===== src/rtl/eth_chan_map.vh =====
/*
  Constants of the Ethernet channel: CRC, preamble, fault window, receive and transmit
  state codes, DMA acknowledge codes and status field positions.
  Assumes it is included by bare name from the channel's design files.
*/
`ifndef ETH_CHAN_MAP_VH
`define ETH_CHAN_MAP_VH

// CRC-32, reflected form, shifted LSB first
`define ETH_CRC_POLY        32'hedb88320
`define ETH_CRC_INIT        32'hffffffff
`define ETH_CRC_RESIDUE     32'hdebb20e3

// Transmit framing
`define ETH_PREAMBLE_BYTE   8'h55
`define ETH_SFD_BYTE        8'hd5
`define ETH_PREAMBLE_LAST   3'h6
`define ETH_FCS_BYTES_LAST  2'h3

// Receive preamble fault window (1-based bit positions from frame start)
`define ETH_FAULT_FIRST     6'h0e
`define ETH_FAULT_LAST      6'h15
`define ETH_BITPOS_MAX      6'h3f

// Address recognition and collision classing
`define ETH_ADDR_LAST_BYTE  16'h0005
`define ETH_LATE_COL_BYTES  16'h0040

// DMA acknowledge codes
`define ETH_ACK_NONE        2'h0
`define ETH_ACK_FIRST       2'h1
`define ETH_ACK_MID         2'h2
`define ETH_ACK_TAG         2'h3

// Receive status field positions
`define ETH_ST_CRC_ERR      0
`define ETH_ST_NONOCTET     1
`define ETH_ST_LATE_COL     2
`define ETH_ST_SHORT        3

// Receive states
`define ETH_RX_OFF          3'h0
`define ETH_RX_HUNT         3'h1
`define ETH_RX_DATA         3'h2
`define ETH_RX_END          3'h3
`define ETH_RX_DROP         3'h4

// Transmit states
`define ETH_TX_IDLE         3'h0
`define ETH_TX_PRE          3'h1
`define ETH_TX_DATA         3'h2
`define ETH_TX_TAIL         3'h3
`define ETH_TX_FCS          3'h4
`define ETH_TX_END          3'h5
`define ETH_TX_HALT         3'h6

`endif


===== src/rtl/eth_pin_sync.v =====
/*
  Two-flip-flop synchroniser bank for pins arriving from outside the clk_in domain.
  Assumes a reset already released synchronously to clk_in.
*/
`timescale 1ns/1ns
module eth_pin_sync #(
  parameter WIDTH = 14
) (
  input  wire             clk_in,
  input  wire             rst_n_in,
  input  wire             ce_in,
  input  wire [WIDTH-1:0] d_in,
  output wire [WIDTH-1:0] q_out
);

  genvar g;
  generate
    for (g = 0; g < WIDTH; g = g + 1) begin : g_bit
      reg meta_r;
      reg sync_r;
      always @(posedge clk_in or negedge rst_n_in) begin
        if (!rst_n_in) begin
          meta_r <= 1'b0;
          sync_r <= 1'b0;
        end else if (ce_in) begin
          meta_r <= d_in[g];
          sync_r <= meta_r;
        end
      end
      assign q_out[g] = sync_r;
    end
  endgenerate

endmodule // eth_pin_sync


===== src/rtl/eth_rx_cam_channel.v =====
/*
  Ethernet channel: transmit framing with padding and graceful halt, receive hunt and
  preamble checks, address gating, descriptor filling, CAM start/reject/tag and DMA codes.
  Assumes link clocks and pins are asynchronous and are oversampled by clk_in.
*/
`timescale 1ns/1ns
`include "eth_chan_map.vh"
module eth_rx_cam_channel #(
  parameter QDEPTH_LOG2 = 2
) (
  input  wire        clk_in,
  input  wire        nrst_in,
  input  wire        ce_in,
  input  wire        rx_clk_in,
  input  wire        rxd_in,
  input  wire        receive_enable_in,
  input  wire        collision_in,
  input  wire        receive_reject_in,
  input  wire [7:0]  tag_input_lines_in,
  input  wire [7:0]  port_b_dir_in,
  input  wire [7:0]  port_b_data_latch_in,
  input  wire        rx_enable_in,
  input  wire [7:0]  sync_pattern_in,
  input  wire [5:0]  sync_compare_delay_in,
  input  wire [47:0] station_addr_in,
  input  wire        promiscuous_in,
  input  wire        tag_append_enable_in,
  input  wire [15:0] max_rx_buffer_length_in,
  input  wire        rx_bd_empty_in,
  input  wire        rx_bd_irq_en_in,
  input  wire        rx_frame_irq_mask_in,
  input  wire        dma_ready_in,
  output reg         dma_wr_out,
  output reg  [31:0] dma_data_out,
  output reg  [3:0]  dma_be_out,
  output reg  [1:0]  dma_ack_code_out,
  output reg         rx_bd_close_out,
  output reg         rx_bd_last_out,
  output reg  [15:0] rx_bd_len_out,
  output reg  [3:0]  rx_bd_status_out,
  output reg         rx_bd_rewind_out,
  output reg         rx_buf_irq_out,
  output reg         rx_frame_irq_out,
  output reg         receive_start_pulse_out,
  input  wire        tx_clk_in,
  input  wire        tx_bd_ready_in,
  input  wire [15:0] tx_bd_len_in,
  input  wire        tx_bd_pad_in,
  input  wire        tx_bd_last_in,
  input  wire        tx_bd_irq_en_in,
  input  wire [7:0]  tx_byte_in,
  input  wire [15:0] min_frame_length_in,
  input  wire [7:0]  pad_char_in,
  input  wire        graceful_tx_halt_cmd_in,
  input  wire        restart_tx_cmd_in,
  output reg         txd_out,
  output reg         tx_enable_out,
  output reg         tx_byte_take_out,
  output reg         tx_bd_done_out,
  output reg         tx_irq_out,
  output wire        tx_halted_out
);

  ////////////////////////////////////////////////////////////////////////////////////////
  // Reset release, pin synchronisers, link clock edges
  reg  [1:0]  rst_sync_r;
  wire        rst_n = rst_sync_r[1];
  wire [13:0] syn;
  reg         rxc_d_r;
  reg         txc_d_r;

  always @(posedge clk_in or negedge nrst_in) begin
    if (!nrst_in) begin
      rst_sync_r <= 2'b00;
    end else begin
      rst_sync_r <= {rst_sync_r[0], 1'b1};
    end
  end

  eth_pin_sync #(.WIDTH(14)) u_sync (
    .clk_in   (clk_in),
    .rst_n_in (rst_n),
    .ce_in    (ce_in),
    .d_in     ({tag_input_lines_in, tx_clk_in, receive_reject_in, collision_in,
                receive_enable_in, rxd_in, rx_clk_in}),
    .q_out    (syn)
  );

  wire       rxd_s  = syn[1];
  wire       ren_s  = syn[2];
  wire       col_s  = syn[3];
  wire       rjct_s = syn[4];
  wire [7:0] tag_s  = syn[13:6];
  wire       rxe    = syn[0] & ~rxc_d_r;
  wire       txe    = syn[5] & ~txc_d_r;
  wire       cs     = ren_s | col_s;
  wire [7:0] tag_val = (port_b_dir_in & port_b_data_latch_in) | (~port_b_dir_in & tag_s);

  always @(posedge clk_in or negedge rst_n) begin
    if (!rst_n) begin
      rxc_d_r <= 1'b0;
      txc_d_r <= 1'b0;
    end else if (ce_in) begin
      rxc_d_r <= syn[0];
      txc_d_r <= syn[5];
    end
  end

  function [31:0] crc_byte;
    input [31:0] c;
    input [7:0]  d;
    integer      i;
    reg   [31:0] x;
    begin
      x = c;
      for (i = 0; i < 8; i = i + 1) begin
        x = (x >> 1) ^ ((x[0] ^ d[i]) ? `ETH_CRC_POLY : 32'h00000000);
      end
      crc_byte = x;
    end
  endfunction

  ////////////////////////////////////////////////////////////////////////////////////////
  // Receive framing
  reg  [2:0]  rs_r;
  reg  [7:0]  sh_r;
  reg         prev_r;
  reg  [5:0]  bitpos_r;
  reg  [2:0]  bit_r;
  reg  [15:0] fbytes_r;
  reg  [31:0] rcrc_r;
  reg  [31:0] wacc_r;
  reg         nomatch_r;
  reg         nobc_r;
  reg         allow_r;
  reg         late_r;
  reg         first_word_r;
  reg         first_bit_r;
  reg         push_r;
  reg  [38:0] push_d_r;
  reg         flush_r;
  reg  [15:0] fin_len_r;
  reg  [3:0]  fin_stat_r;
  reg         busy_r;

  wire [5:0]  hpos   = (bitpos_r == `ETH_BITPOS_MAX) ? bitpos_r : bitpos_r + 6'h01;
  wire [7:0]  rbyte  = {rxd_s, sh_r[7:1]};
  wire [7:0]  st_byte = station_addr_in[{fbytes_r[2:0], 3'b000} +: 8];
  wire [3:0]  tail_be = (fbytes_r[1:0] == 2'h1) ? 4'h1 : (fbytes_r[1:0] == 2'h2) ? 4'h3 : 4'h7;

  always @(posedge clk_in or negedge rst_n) begin
    if (!rst_n) begin
      rs_r <= `ETH_RX_OFF;
      sh_r <= 8'h00;
      prev_r <= 1'b0;
      bitpos_r <= 6'h00;
      bit_r <= 3'h0;
      fbytes_r <= 16'h0000;
      rcrc_r <= `ETH_CRC_INIT;
      wacc_r <= 32'h00000000;
      nomatch_r <= 1'b0;
      nobc_r <= 1'b0;
      allow_r <= 1'b0;
      late_r <= 1'b0;
      first_word_r <= 1'b0;
      first_bit_r <= 1'b0;
      push_r <= 1'b0;
      push_d_r <= 39'h0000000000;
      flush_r <= 1'b0;
      fin_len_r <= 16'h0000;
      fin_stat_r <= 4'h0;
      receive_start_pulse_out <= 1'b0;
    end else if (ce_in) begin
      push_r <= 1'b0;
      flush_r <= 1'b0;
      if (rs_r != `ETH_RX_DATA) begin
        receive_start_pulse_out <= 1'b0;
      end
      case (rs_r)
        `ETH_RX_OFF: begin
          if (rx_enable_in && ren_s && !col_s) begin
            rs_r <= `ETH_RX_HUNT;
            bitpos_r <= 6'h00;
            sh_r <= 8'h00;
            prev_r <= 1'b0;
          end
        end
        `ETH_RX_HUNT: begin
          if (!cs) begin
            rs_r <= `ETH_RX_OFF;
          end else if (rxe) begin
            bitpos_r <= (bitpos_r == `ETH_BITPOS_MAX) ? bitpos_r : hpos;
            sh_r <= rbyte;
            prev_r <= rxd_s;
            if (bitpos_r != 6'h00 && rxd_s == prev_r &&
                hpos >= `ETH_FAULT_FIRST && hpos <= `ETH_FAULT_LAST) begin
              rs_r <= `ETH_RX_DROP;
            end else if (hpos > `ETH_FAULT_LAST && !rxd_s && !prev_r) begin
              rs_r <= `ETH_RX_DROP;
            end else if (hpos >= sync_compare_delay_in && rbyte == sync_pattern_in) begin
              rs_r <= `ETH_RX_DATA;
              bit_r <= 3'h0;
              fbytes_r <= 16'h0000;
              rcrc_r <= `ETH_CRC_INIT;
              nomatch_r <= 1'b0;
              nobc_r <= 1'b0;
              allow_r <= 1'b0;
              late_r <= 1'b0;
              first_word_r <= 1'b1;
              first_bit_r <= 1'b1;
            end
          end
        end
        `ETH_RX_DATA: begin
          if (rjct_s || busy_r) begin
            rs_r <= `ETH_RX_DROP;
            flush_r <= 1'b1;
            allow_r <= 1'b0;
          end else if (col_s && fbytes_r < `ETH_LATE_COL_BYTES) begin
            rs_r <= `ETH_RX_DROP;
            flush_r <= 1'b1;
            allow_r <= 1'b0;
          end else if (!cs) begin
            rs_r <= `ETH_RX_END;
          end else if (rxe) begin
            late_r <= late_r | col_s;
            sh_r <= rbyte;
            bit_r <= bit_r + 3'h1;
            receive_start_pulse_out <= first_bit_r;
            first_bit_r <= 1'b0;
            if (bit_r == 3'h7) begin
              rcrc_r <= crc_byte(rcrc_r, rbyte);
              fbytes_r <= fbytes_r + 16'h0001;
              wacc_r[{fbytes_r[1:0], 3'b000} +: 8] <= rbyte;
              if (fbytes_r[1:0] == 2'h3) begin
                push_r <= 1'b1;
                push_d_r <= {1'b0, first_word_r ? `ETH_ACK_FIRST : `ETH_ACK_MID, 4'hf,
                             rbyte, wacc_r[23:0]};
                first_word_r <= 1'b0;
              end
              if (fbytes_r <= `ETH_ADDR_LAST_BYTE) begin
                nomatch_r <= nomatch_r | (rbyte != st_byte);
                nobc_r <= nobc_r | (rbyte != 8'hff);
                if (fbytes_r == `ETH_ADDR_LAST_BYTE) begin
                  if (promiscuous_in || !(nomatch_r | (rbyte != st_byte)) ||
                      !(nobc_r | (rbyte != 8'hff))) begin
                    allow_r <= 1'b1;
                  end else begin
                    rs_r <= `ETH_RX_DROP;
                  end
                end
              end
            end
          end
        end
        `ETH_RX_END: begin
          if (!allow_r) begin
            rs_r <= `ETH_RX_OFF;
            flush_r <= 1'b1;
          end else begin
            rs_r <= `ETH_RX_OFF;
            push_r <= 1'b1;
            fin_len_r <= fbytes_r;
            fin_stat_r[`ETH_ST_CRC_ERR] <= (rcrc_r != `ETH_CRC_RESIDUE);
            fin_stat_r[`ETH_ST_NONOCTET] <= (bit_r != 3'h0);
            fin_stat_r[`ETH_ST_LATE_COL] <= late_r;
            fin_stat_r[`ETH_ST_SHORT] <= (fbytes_r < min_frame_length_in);
            if (fbytes_r[1:0] != 2'h0) begin
              push_d_r <= {1'b1, `ETH_ACK_NONE, {tag_append_enable_in, 3'b000} | tail_be,
                           tag_append_enable_in ? tag_val : 8'h00, wacc_r[23:0]};
            end else if (tag_append_enable_in) begin
              push_d_r <= {1'b1, `ETH_ACK_TAG, 4'h8, tag_val, 24'h000000};
            end else begin
              push_d_r <= {1'b1, `ETH_ACK_NONE, 4'h0, 32'h00000000};
            end
          end
        end
        `ETH_RX_DROP: begin
          if (!cs) begin
            rs_r <= `ETH_RX_OFF;
          end
        end
        default: begin
          rs_r <= `ETH_RX_OFF;
        end
      endcase
    end
  end

  ////////////////////////////////////////////////////////////////////////////////////////
  // Word queue, DMA writer, receive descriptors
  localparam QD = 1 << QDEPTH_LOG2;
  reg  [38:0]            wq_r [0:QD-1];
  reg  [QDEPTH_LOG2-1:0] wp_r;
  reg  [QDEPTH_LOG2-1:0] rp_r;
  reg  [QDEPTH_LOG2:0]   cnt_r;
  reg                    need_bd_r;
  reg  [15:0]            bufcnt_r;
  wire [38:0]            head = wq_r[rp_r];
  wire                   can_go = !dma_wr_out && cnt_r != 0 && allow_r && !need_bd_r && !busy_r;
  wire                   pop = (dma_wr_out && dma_ready_in) || (can_go && head[35:32] == 4'h0);
  wire [15:0]            buf_next = bufcnt_r + 16'h0004;

  always @(posedge clk_in) begin
    if (ce_in && push_r) begin
      wq_r[wp_r] <= push_d_r;
    end
  end

  always @(posedge clk_in or negedge rst_n) begin
    if (!rst_n) begin
      wp_r <= {QDEPTH_LOG2{1'b0}};
      rp_r <= {QDEPTH_LOG2{1'b0}};
      cnt_r <= {(QDEPTH_LOG2+1){1'b0}};
      need_bd_r <= 1'b1;
      bufcnt_r <= 16'h0000;
      busy_r <= 1'b0;
      dma_wr_out <= 1'b0;
      dma_data_out <= 32'h00000000;
      dma_be_out <= 4'h0;
      dma_ack_code_out <= `ETH_ACK_NONE;
      rx_bd_close_out <= 1'b0;
      rx_bd_last_out <= 1'b0;
      rx_bd_len_out <= 16'h0000;
      rx_bd_status_out <= 4'h0;
      rx_bd_rewind_out <= 1'b0;
      rx_buf_irq_out <= 1'b0;
      rx_frame_irq_out <= 1'b0;
    end else if (ce_in) begin
      rx_bd_close_out <= 1'b0;
      rx_bd_rewind_out <= 1'b0;
      rx_buf_irq_out <= 1'b0;
      rx_frame_irq_out <= 1'b0;
      if (flush_r) begin
        wp_r <= {QDEPTH_LOG2{1'b0}};
        rp_r <= {QDEPTH_LOG2{1'b0}};
        cnt_r <= {(QDEPTH_LOG2+1){1'b0}};
        need_bd_r <= 1'b1;
        bufcnt_r <= 16'h0000;
        busy_r <= 1'b0;
        dma_wr_out <= 1'b0;
        dma_ack_code_out <= `ETH_ACK_NONE;
        rx_bd_rewind_out <= 1'b1;
      end else begin
        wp_r <= wp_r + {{(QDEPTH_LOG2-1){1'b0}}, push_r};
        cnt_r <= cnt_r + {{QDEPTH_LOG2{1'b0}}, push_r} - {{QDEPTH_LOG2{1'b0}}, pop};
        if (!dma_wr_out && cnt_r != 0 && allow_r && need_bd_r && !busy_r) begin
          if (rx_bd_empty_in) begin
            need_bd_r <= 1'b0;
          end else begin
            busy_r <= 1'b1;
          end
        end else if (can_go && head[35:32] != 4'h0) begin
          dma_wr_out <= 1'b1;
          dma_data_out <= head[31:0];
          dma_be_out <= head[35:32];
          dma_ack_code_out <= head[37:36];
        end
        if (pop) begin
          rp_r <= rp_r + {{(QDEPTH_LOG2-1){1'b0}}, 1'b1};
          dma_wr_out <= 1'b0;
          dma_ack_code_out <= `ETH_ACK_NONE;
          if (head[38]) begin
            rx_bd_close_out <= 1'b1;
            rx_bd_last_out <= 1'b1;
            rx_bd_len_out <= fin_len_r;
            rx_bd_status_out <= fin_stat_r;
            rx_buf_irq_out <= rx_bd_irq_en_in;
            rx_frame_irq_out <= rx_frame_irq_mask_in;
            need_bd_r <= 1'b1;
            bufcnt_r <= 16'h0000;
          end else if (buf_next >= max_rx_buffer_length_in) begin
            rx_bd_close_out <= 1'b1;
            rx_bd_last_out <= 1'b0;
            rx_bd_len_out <= buf_next;
            rx_bd_status_out <= 4'h0;
            rx_buf_irq_out <= rx_bd_irq_en_in;
            need_bd_r <= 1'b1;
            bufcnt_r <= 16'h0000;
          end else begin
            bufcnt_r <= buf_next;
          end
        end
      end
    end
  end

  ////////////////////////////////////////////////////////////////////////////////////////
  // Transmit framing
  reg  [2:0]  ts_r;
  reg  [7:0]  tsh_r;
  reg  [2:0]  tbit_r;
  reg  [2:0]  pcnt_r;
  reg  [15:0] flen_r;
  reg  [15:0] bcnt_r;
  reg  [31:0] tcrc_r;
  reg  [31:0] fcs_r;
  reg  [1:0]  fcnt_r;
  reg         stop_r;

  assign tx_halted_out = (ts_r == `ETH_TX_HALT);

  always @(posedge clk_in or negedge rst_n) begin
    if (!rst_n) begin
      ts_r <= `ETH_TX_IDLE;
      tsh_r <= 8'h00;
      tbit_r <= 3'h0;
      pcnt_r <= 3'h0;
      flen_r <= 16'h0000;
      bcnt_r <= 16'h0000;
      tcrc_r <= `ETH_CRC_INIT;
      fcs_r <= 32'h00000000;
      fcnt_r <= 2'h0;
      stop_r <= 1'b0;
      txd_out <= 1'b0;
      tx_enable_out <= 1'b0;
      tx_byte_take_out <= 1'b0;
      tx_bd_done_out <= 1'b0;
      tx_irq_out <= 1'b0;
    end else if (ce_in) begin
      tx_byte_take_out <= 1'b0;
      tx_bd_done_out <= 1'b0;
      tx_irq_out <= 1'b0;
      if (graceful_tx_halt_cmd_in) begin
        stop_r <= 1'b1;
      end else if (restart_tx_cmd_in) begin
        stop_r <= 1'b0;
      end
      case (ts_r)
        `ETH_TX_HALT: begin
          if (restart_tx_cmd_in && !graceful_tx_halt_cmd_in) begin
            ts_r <= `ETH_TX_IDLE;
          end
        end
        `ETH_TX_IDLE: begin
          if (stop_r) begin
            ts_r <= `ETH_TX_HALT;
          end else if (txe && tx_bd_ready_in && !cs) begin
            ts_r <= `ETH_TX_PRE;
            tx_enable_out <= 1'b1;
            tsh_r <= `ETH_PREAMBLE_BYTE;
            tbit_r <= 3'h0;
            pcnt_r <= 3'h0;
            tcrc_r <= `ETH_CRC_INIT;
            flen_r <= 16'h0000;
            bcnt_r <= 16'h0000;
          end
        end
        default: begin
          if (col_s || (txe && ts_r == `ETH_TX_END)) begin
            ts_r <= `ETH_TX_IDLE;
            tx_enable_out <= 1'b0;
            txd_out <= 1'b0;
          end else if (txe) begin
            txd_out <= tsh_r[0];
            tsh_r <= tsh_r >> 1;
            tbit_r <= tbit_r + 3'h1;
            if (tbit_r == 3'h7) begin
              if (ts_r == `ETH_TX_PRE && pcnt_r != 3'h7) begin
                pcnt_r <= pcnt_r + 3'h1;
                tsh_r <= (pcnt_r == `ETH_PREAMBLE_LAST) ? `ETH_SFD_BYTE : `ETH_PREAMBLE_BYTE;
              end else if (ts_r == `ETH_TX_PRE || ts_r == `ETH_TX_DATA) begin
                ts_r <= `ETH_TX_DATA;
                tsh_r <= tx_byte_in;
                tx_byte_take_out <= 1'b1;
                tcrc_r <= crc_byte(tcrc_r, tx_byte_in);
                flen_r <= flen_r + 16'h0001;
                if (bcnt_r + 16'h0001 >= tx_bd_len_in) begin
                  tx_bd_done_out <= 1'b1;
                  tx_irq_out <= tx_bd_irq_en_in;
                  bcnt_r <= 16'h0000;
                  if (tx_bd_last_in) begin
                    ts_r <= `ETH_TX_TAIL;
                  end
                end else begin
                  bcnt_r <= bcnt_r + 16'h0001;
                end
              end else if (ts_r == `ETH_TX_TAIL) begin
                if (tx_bd_pad_in && flen_r + 16'h0004 < min_frame_length_in) begin
                  tsh_r <= pad_char_in;
                  tcrc_r <= crc_byte(tcrc_r, pad_char_in);
                  flen_r <= flen_r + 16'h0001;
                end else begin
                  tsh_r <= ~tcrc_r[7:0];
                  fcs_r <= ~tcrc_r >> 8;
                  fcnt_r <= 2'h0;
                  ts_r <= `ETH_TX_FCS;
                end
              end else if (fcnt_r == `ETH_FCS_BYTES_LAST) begin
                ts_r <= `ETH_TX_END;
              end else begin
                fcnt_r <= fcnt_r + 2'h1;
                tsh_r <= fcs_r[7:0];
                fcs_r <= fcs_r >> 8;
              end
            end
          end
        end
      endcase
    end
  end

endmodule // eth_rx_cam_channel


===== config.mk =====
export PLATFORM = sky130hd
export DESIGN_NAME = eth_rx_cam_channel
export DESIGN_NICKNAME = d
export VERILOG_FILES = /design/src/rtl/eth_pin_sync.v /design/src/rtl/eth_rx_cam_channel.v
export VERILOG_INCLUDE_DIRS = /design/src /design/src/rtl
export SDC_FILE = /design/constraint.sdc
export NUM_CORES = 1
export LEC_CHECK = 0
export BUFFER_PORTS_ARGS = -buffer_cell sky130_fd_sc_hd__buf_2
export CAP_MARGIN = 30
export CORE_AREA = 5 5 245 247
export DETAILED_ROUTE_END_ITERATION = 10
export DIE_AREA = 0 0 250 252
export HOLD_SLACK_MARGIN = 0.05
export PLACE_DENSITY = 0.68
export SLEW_MARGIN = 20
export SYNTH_ARGS = -nofsm -noshare
export SYNTH_HDL_FRONTEND = slang
export SYNTH_SLANG_ARGS = --single-unit

===== constraint.sdc =====
create_clock -name clk_in -period 33.9 [get_ports clk_in]
set_input_delay 6.78 -clock clk_in [delete_from_list [all_inputs] [get_ports clk_in]]
set_output_delay 6.78 -clock clk_in [all_outputs]
set_load 0.05 [all_outputs]

=== Word level (Yosys, flattened, before mapping) ===
Memory sizes are Yosys's and may differ from the RTL's.
Cells that the tools add are included.

* Memories kept: 1
* Bits in writable memories: 156
* Flip-flop bits (word level): 411
* Output and inout port bits: 71
* Bits of input ports: 172
* Logic and storage cells: 659

{| class="wikitable"
|+ Memories
! name !! depth !! width !! read ports !! clocked after Yosys merged registers in !! wr ports !! line !! text
|-
| wq_r || 4 || 39 || 1 || 0 || 1 || eth_rx_cam_channel.v:293 || <nowiki>reg [38:0] wq_r [0:QD-1];</nowiki>
|}

* Bitwise logic cells: 72
* Equality and inequality tests: 66
* Shift operators: 3
* Order comparisons: 10
* Reduce and logical (&&, ||, !) cells: 96
* Add/subtract/negate cells: 15
* Muxes and demuxes: 313

{| class="wikitable"
|+ Operators by type and width
! operator !! count
|-
| 32-bit 2-to-1 mux || 46
|-
| 31-bit by 32-bit bitwise XOR with 32-bit output || 24
|-
| 16-bit 2-to-1 mux || 31
|-
| 39-bit 2-to-1 mux || 7
|-
| 3-bit 2-to-1 mux || 46
|-
| 8-bit 2-to-1 mux || 17
|-
| 32-bit one-hot mux with 2 select lines || 2
|-
| 1-bit 2-to-1 mux || 121
|-
| 16-bit one-hot mux with 2 select lines || 3
|-
| 39-bit one-hot mux with 2 select lines || 1
|-
| 38-bit 2-to-1 mux || 2
|-
| 16-bit by 1-bit adder with 16-bit output (second input constant) || 3
|-
| 48-bit by 7-bit indexed part select with 8-bit output || 1
|-
| 2-bit inequality test (second input constant) || 20
|-
| 13-bit AND reduction || 3
|-
| 16-bit by 3-bit adder with 16-bit output (second input constant) || 2
|-
| 32-bit bitwise mux || 1
|-
| 16-bit >= comparator || 2
|-
| 16-bit less-than comparator || 2
|-
| 32-bit inequality test (second input constant) || 1
|-
| 32-bit inverter || 1
|-
| 8-bit by 7-bit variable shift with 32-bit output (first input constant) || 1
|-
| 8-bit by 7-bit indexed part select with 32-bit output || 1
|-
| 6-bit 2-to-1 mux || 5
|-
| 68 further kinds || 232
|}

=== Logic depth before layout (Yosys ltp) ===
* Depth after elaboration: 32
* Gate-level depth with buffers: 17
* Mapped depth without buffers: 16

=== Cells and area by module ===
A second synthesis with hierarchy kept.

* Cells, all modules: 2567
* Area, all modules: 28554.9 µm²

{| class="wikitable"
|+ Modules (own cells, without submodules)
! module !! area each (µm²) !! instances !! cells an instance !! seq. area each (µm²)
|-
| eth_rx_cam_channel || 27307.4 || 1 || 2494 || 13874.6
|-
| eth_pin_sync || 1247.4 || 1 || 73 || 700.7
|}

=== Worst setup path after synthesis ===
No wires, ideal clock.

* Kind: input -> register
* Start point: in ce_in
* End point: mem wq_r[2][0] (enable)
* Path buffers: 3
* Cell stages on the path: 5
* Setup slack: 24.165 ns
* Arrival: 9.299 ns
* Cell sequence: clkbuf_1 > clkbuf_1 > clkbuf_1 > nand2_1 > nor2_1

* Longest elaborated chain between the ends: 3

{| class="wikitable"
|+ Ends and longest elaborated chain
! what !! line !! text
|-
| start, declared || eth_rx_cam_channel.v:13 || <nowiki>input wire ce_in,</nowiki>
|-
| 1-bit logical AND || eth_rx_cam_channel.v:305 || <nowiki>if (ce_in && push_r) begin</nowiki>
|-
| 1-bit 2-to-1 mux || eth_rx_cam_channel.v:305 ||
|-
| 1-bit 2-to-1 mux (implied by the code) || eth_rx_cam_channel.v:306 || <nowiki>wq_r[wp_r] <= push_d_r;</nowiki>
|-
| end, declared || eth_rx_cam_channel.v:293 ||
|}

No other way between the ends.

=== Final worst setup path ===
* Start point: in ce_in
* End point: reg fcs_r[4]

* Longest elaborated chain between the ends: 1

{| class="wikitable"
|+ Ends and longest elaborated chain
! what !! line !! text
|-
| 9-bit AND reduction (no source line) || -- ||
|-
| end signal, assigned || eth_rx_cam_channel.v:485 || <nowiki>fcs_r <= ~tcrc_r >> 8;</nowiki>
|-
| end signal, assigned || eth_rx_cam_channel.v:494 || <nowiki>fcs_r <= fcs_r >> 8;</nowiki>
|-
| end, declared || eth_rx_cam_channel.v:397 || <nowiki>reg [31:0] fcs_r;</nowiki>
|}

No other way between the ends.
A chain may end at the register's enable or synchronous reset.

==> results.yml <==
run_status:
  status: "finished clean"
setup_path:
  end_kind: "flip-flop"
  r2r-start: "flen_r[2]"
  path_class: "in -> reg"
  cp_slowest_stage_delay_ps: 710
  reg2reg_depth: 14
  worstPathArrival_ps: 9730
  crit_required_ps: 34410
  startpoint_type: "input pin"
  crit_fanout: 14
  r2r-end: "fcs_r[4]"
  path_cells: "buf_2 -> inv_1 -> nor4_1 -> o21ai_1 -> a21oi_1 -> buf_4 -> mux2_2"
  crit_slowest_cell: "nor4_1"
  r2r_slack_ps: 29580
global_route:
  track_usage_pct: 23.13
  overflow: 0
  antenna_found_initial: 4
  first_global_vias: 21160
  grt_max_degree: 194
  grt_pass1_wl_um: 118200
floorplanning:
  core_area_mm2: 0.05737
  pin_count: 243
  die_w_um: 250
  die-area_mm2: 0.06300
  die_y_um: 252
  start_util_pct: 49.63
  rows: 88
detailed_routing:
  routed_wl_um: 74080
  drt_iter0_markers: 1455
  via_per_inst: 5.681
  ant_nets: 0
  post_drt_wl_per_cell_um: 20.26
  dr.pass1.iters: 6
  num_vias: 20770
  drc: 0
worst_hold_path:
  hold_end: "rst_sync_r[1]"
  holdPathStages: 0
  hold_class: "reg -> reg"
  min_from: "rst_sync_r[0]"
finish:
  design_area_mm2: 0.03236
  fin_cells: 3656
  final_nets: 3106
  syn_to_final_growth_pct: 13.65
  final_util_pct: 56.40
  layout-drive-gt1-share_pct: 21.18
synth:
  synth_warnings: 0
  ys_ff_latch: 548
  synth_top_area_share_pct: 28.74
  async_flop_share_pct: 71.53
  yosys.cell_types.count: 84
  avgSynthCellArea_um2: 10.76
  netlist.top_cell.by_area: "dfrtp_1"
  synthFlopType: "dfrtp_1"
  synth_fp_nets: 2911
  synth_edf_count: 156
  synth_area_leaders: "dfrtp_1, edfxtp_1, dfstp_2, xnor2_1, nand2_1"
  synthesis.area_mm2: 0.02847
  synthCells: 2647
  yosysSeqAreaShare_pct: 51.19
cts:
  cts-hold-fix-buffers: 0
  worstSkewPairLatency_ps: 630
  post_cts_buffers: 0
  clk_pin_slew_ps: 60
  cts_sinks: 548
  cts_tree: "done"
  cts_resized: 0
  clockBufferDepth: 3
  cts_made_buffers: 56
  h-tree-depth: 2
  ctsRootBufferMaster: "clkbuf_16"
placement:
  hpwl_um: 51960
  dpl_cell_area_mm2: 0.03044
  place.gp.congestion: 0.9119
  dp.cells: 3545
  dp_slack_ps: 24040
  portBuffers: 242
power:
  finalPower_mw: 2.116
  ir_worst_vdd_mv: 0.05319
  p_per_area_mw_per_mm2: 65.40
  p_leak_nw: 14.14
timing:
  worstMarginPinSlew_ps: 1003
  fmax_mhz: 108.5
  min_period_ps: 9212
  min_period_over_period_pct: 27.18
  hold_violations: 0
  setup_tns_ps: 0
  slew_viol_final: 0
  fin_ws_ps: 24690
  fin_hold_ws_ps: 354.4
  setup_viol: 0
  clock_skew_ps: 55.90
  rsz0062_at_grt: "no"
  slew-limit-headroom_pct: 33.16
job:
  drv_cap: 0
[worst max-delay path by stage]
stage / startpoint / endpoint / slack [ps] / cells after the start
finish: ce_in / fcs_r[4] / 24690 / 7
detailed placement: ce_in / fcs_r[4] / 24040 / 7
CTS: ce_in / fcs_r[4] / 24660 / 7
global placement: min_frame_length_in[13] / fcs_r[1] / 24280 / 11
global route: ce_in / fcs_r[7] / 24500 / 7
floorplan: rst_sync_r[1] / allow_r / 22280 / 0
[state kept, by name, summed over array words and instances (netlist names), 6 cells and up]
| signal | count |
|---|---|
| rcrc_r | 32 |
| bufcnt_r | 14 |
| dma_data_out | 32 |
| sh_r | 7 |
| fin_len_r | 16 |
| wacc_r | 24 |
| tsh_r | 8 |
| fcs_r | 24 |
| rx_bd_len_out | 16 |
| u_sync.g_bit.sync_r | 14 |
| wq_r | 156 |
| bcnt_r | 16 |
| bitpos_r | 6 |
| tcrc_r | 32 |
| fbytes_r | 16 |
| push_d_r | 39 |
| u_sync.g_bit.meta_r | 14 |
| flen_r | 16 |
[metal layers]
metal	up-vias	global-route usage, %	share of wire, %
li1	9772	-	-
met1	10300	30.85	42
met2	592	40.10	50
met3	105	3.123	5.4
met4	2	6.518	2.6
met5	-	0	0.018
[cell type report]
cell class / instances / area [um2]
Inverter: 108 / 405.4
Antenna cell: 2 / 5.005
Clock inverter: 29 / 314.1
Fill cell: 4818 / 25010
Timing Repair Buffer: 283 / 1608
Multi-Input combinational cell: 1845 / 12950
Tap cell: 765 / 957.2
Sequential cell: 548 / 14580
Clock buffer: 76 / 1536
[synthesized netlist by cell type (all sizes together), types with 49 or more instances]
master,instances
a21oi,80
a31oi,66
clkbuf,108
dfrtp,327
dfstp,65
edfxtp,156
ha,91
inv,105
mux2,98
mux2i,60
nand2,343
nand3,49
nor2,180
o21ai,203
xnor2,184
xor2,74
[critical path, delay by kind of cell]
kind | cells | cell delay (ps)
AO/OA/AOI/OAI | 2 | 1150
buffers and inverters | 3 | 730
AND/OR/NAND/NOR | 1 | 710
multiplexers | 1 | 350
[cells in the final DEF (no fill, tap or decap), types with 14 or more instances in the layout]
master | Yosys | final
nand2_1 | 343 | 343
dfrtp_1 | 327 | 324
buf_2 | 16 | 242
o21ai_0 | 201 | 201
xnor2_1 | 183 | 183
nor2_1 | 180 | 175
edfxtp_1 | 156 | 156
inv_1 | 104 | 104
mux2_2 | 97 | 97
ha_1 | 91 | 91
a21oi_1 | 79 | 77
xor2_1 | 74 | 74
a31oi_1 | 66 | 66
dfstp_2 | 65 | 65
mux2i_1 | 60 | 60
clkbuf_16 | 0 | 56
nand3_1 | 49 | 48
mux4_2 | 44 | 44
a21o_1 | 36 | 36
buf_4 | 4 | 34
nand4_1 | 32 | 32
nor3_1 | 24 | 23
nand2b_1 | 20 | 20
and3_1 | 19 | 19
a22o_1 | 18 | 18
a211oi_1 | 17 | 17
clkbuf_1 | 106 | 14
[power breakdown]
group / internal (mW) / switching [mW] / total, mW
clock: 0.351 / 0.267 / 0.618
sequential: 0.742 / 0.0740 / 0.816
combinational: 0.288 / 0.393 / 0.682
[cells by family after synthesis]
group,count (synthesis),share of synthesized area [%]
other cells,1,0.01317
fa+ha+maj,92,4.069
flops,548,51.19
xor+xnor,258,7.963
compound gates,527,11.55
simple gates,765,12.21
mux,202,9.466
buf+inv,254,3.533
Power figures use the tool's default switching activity.
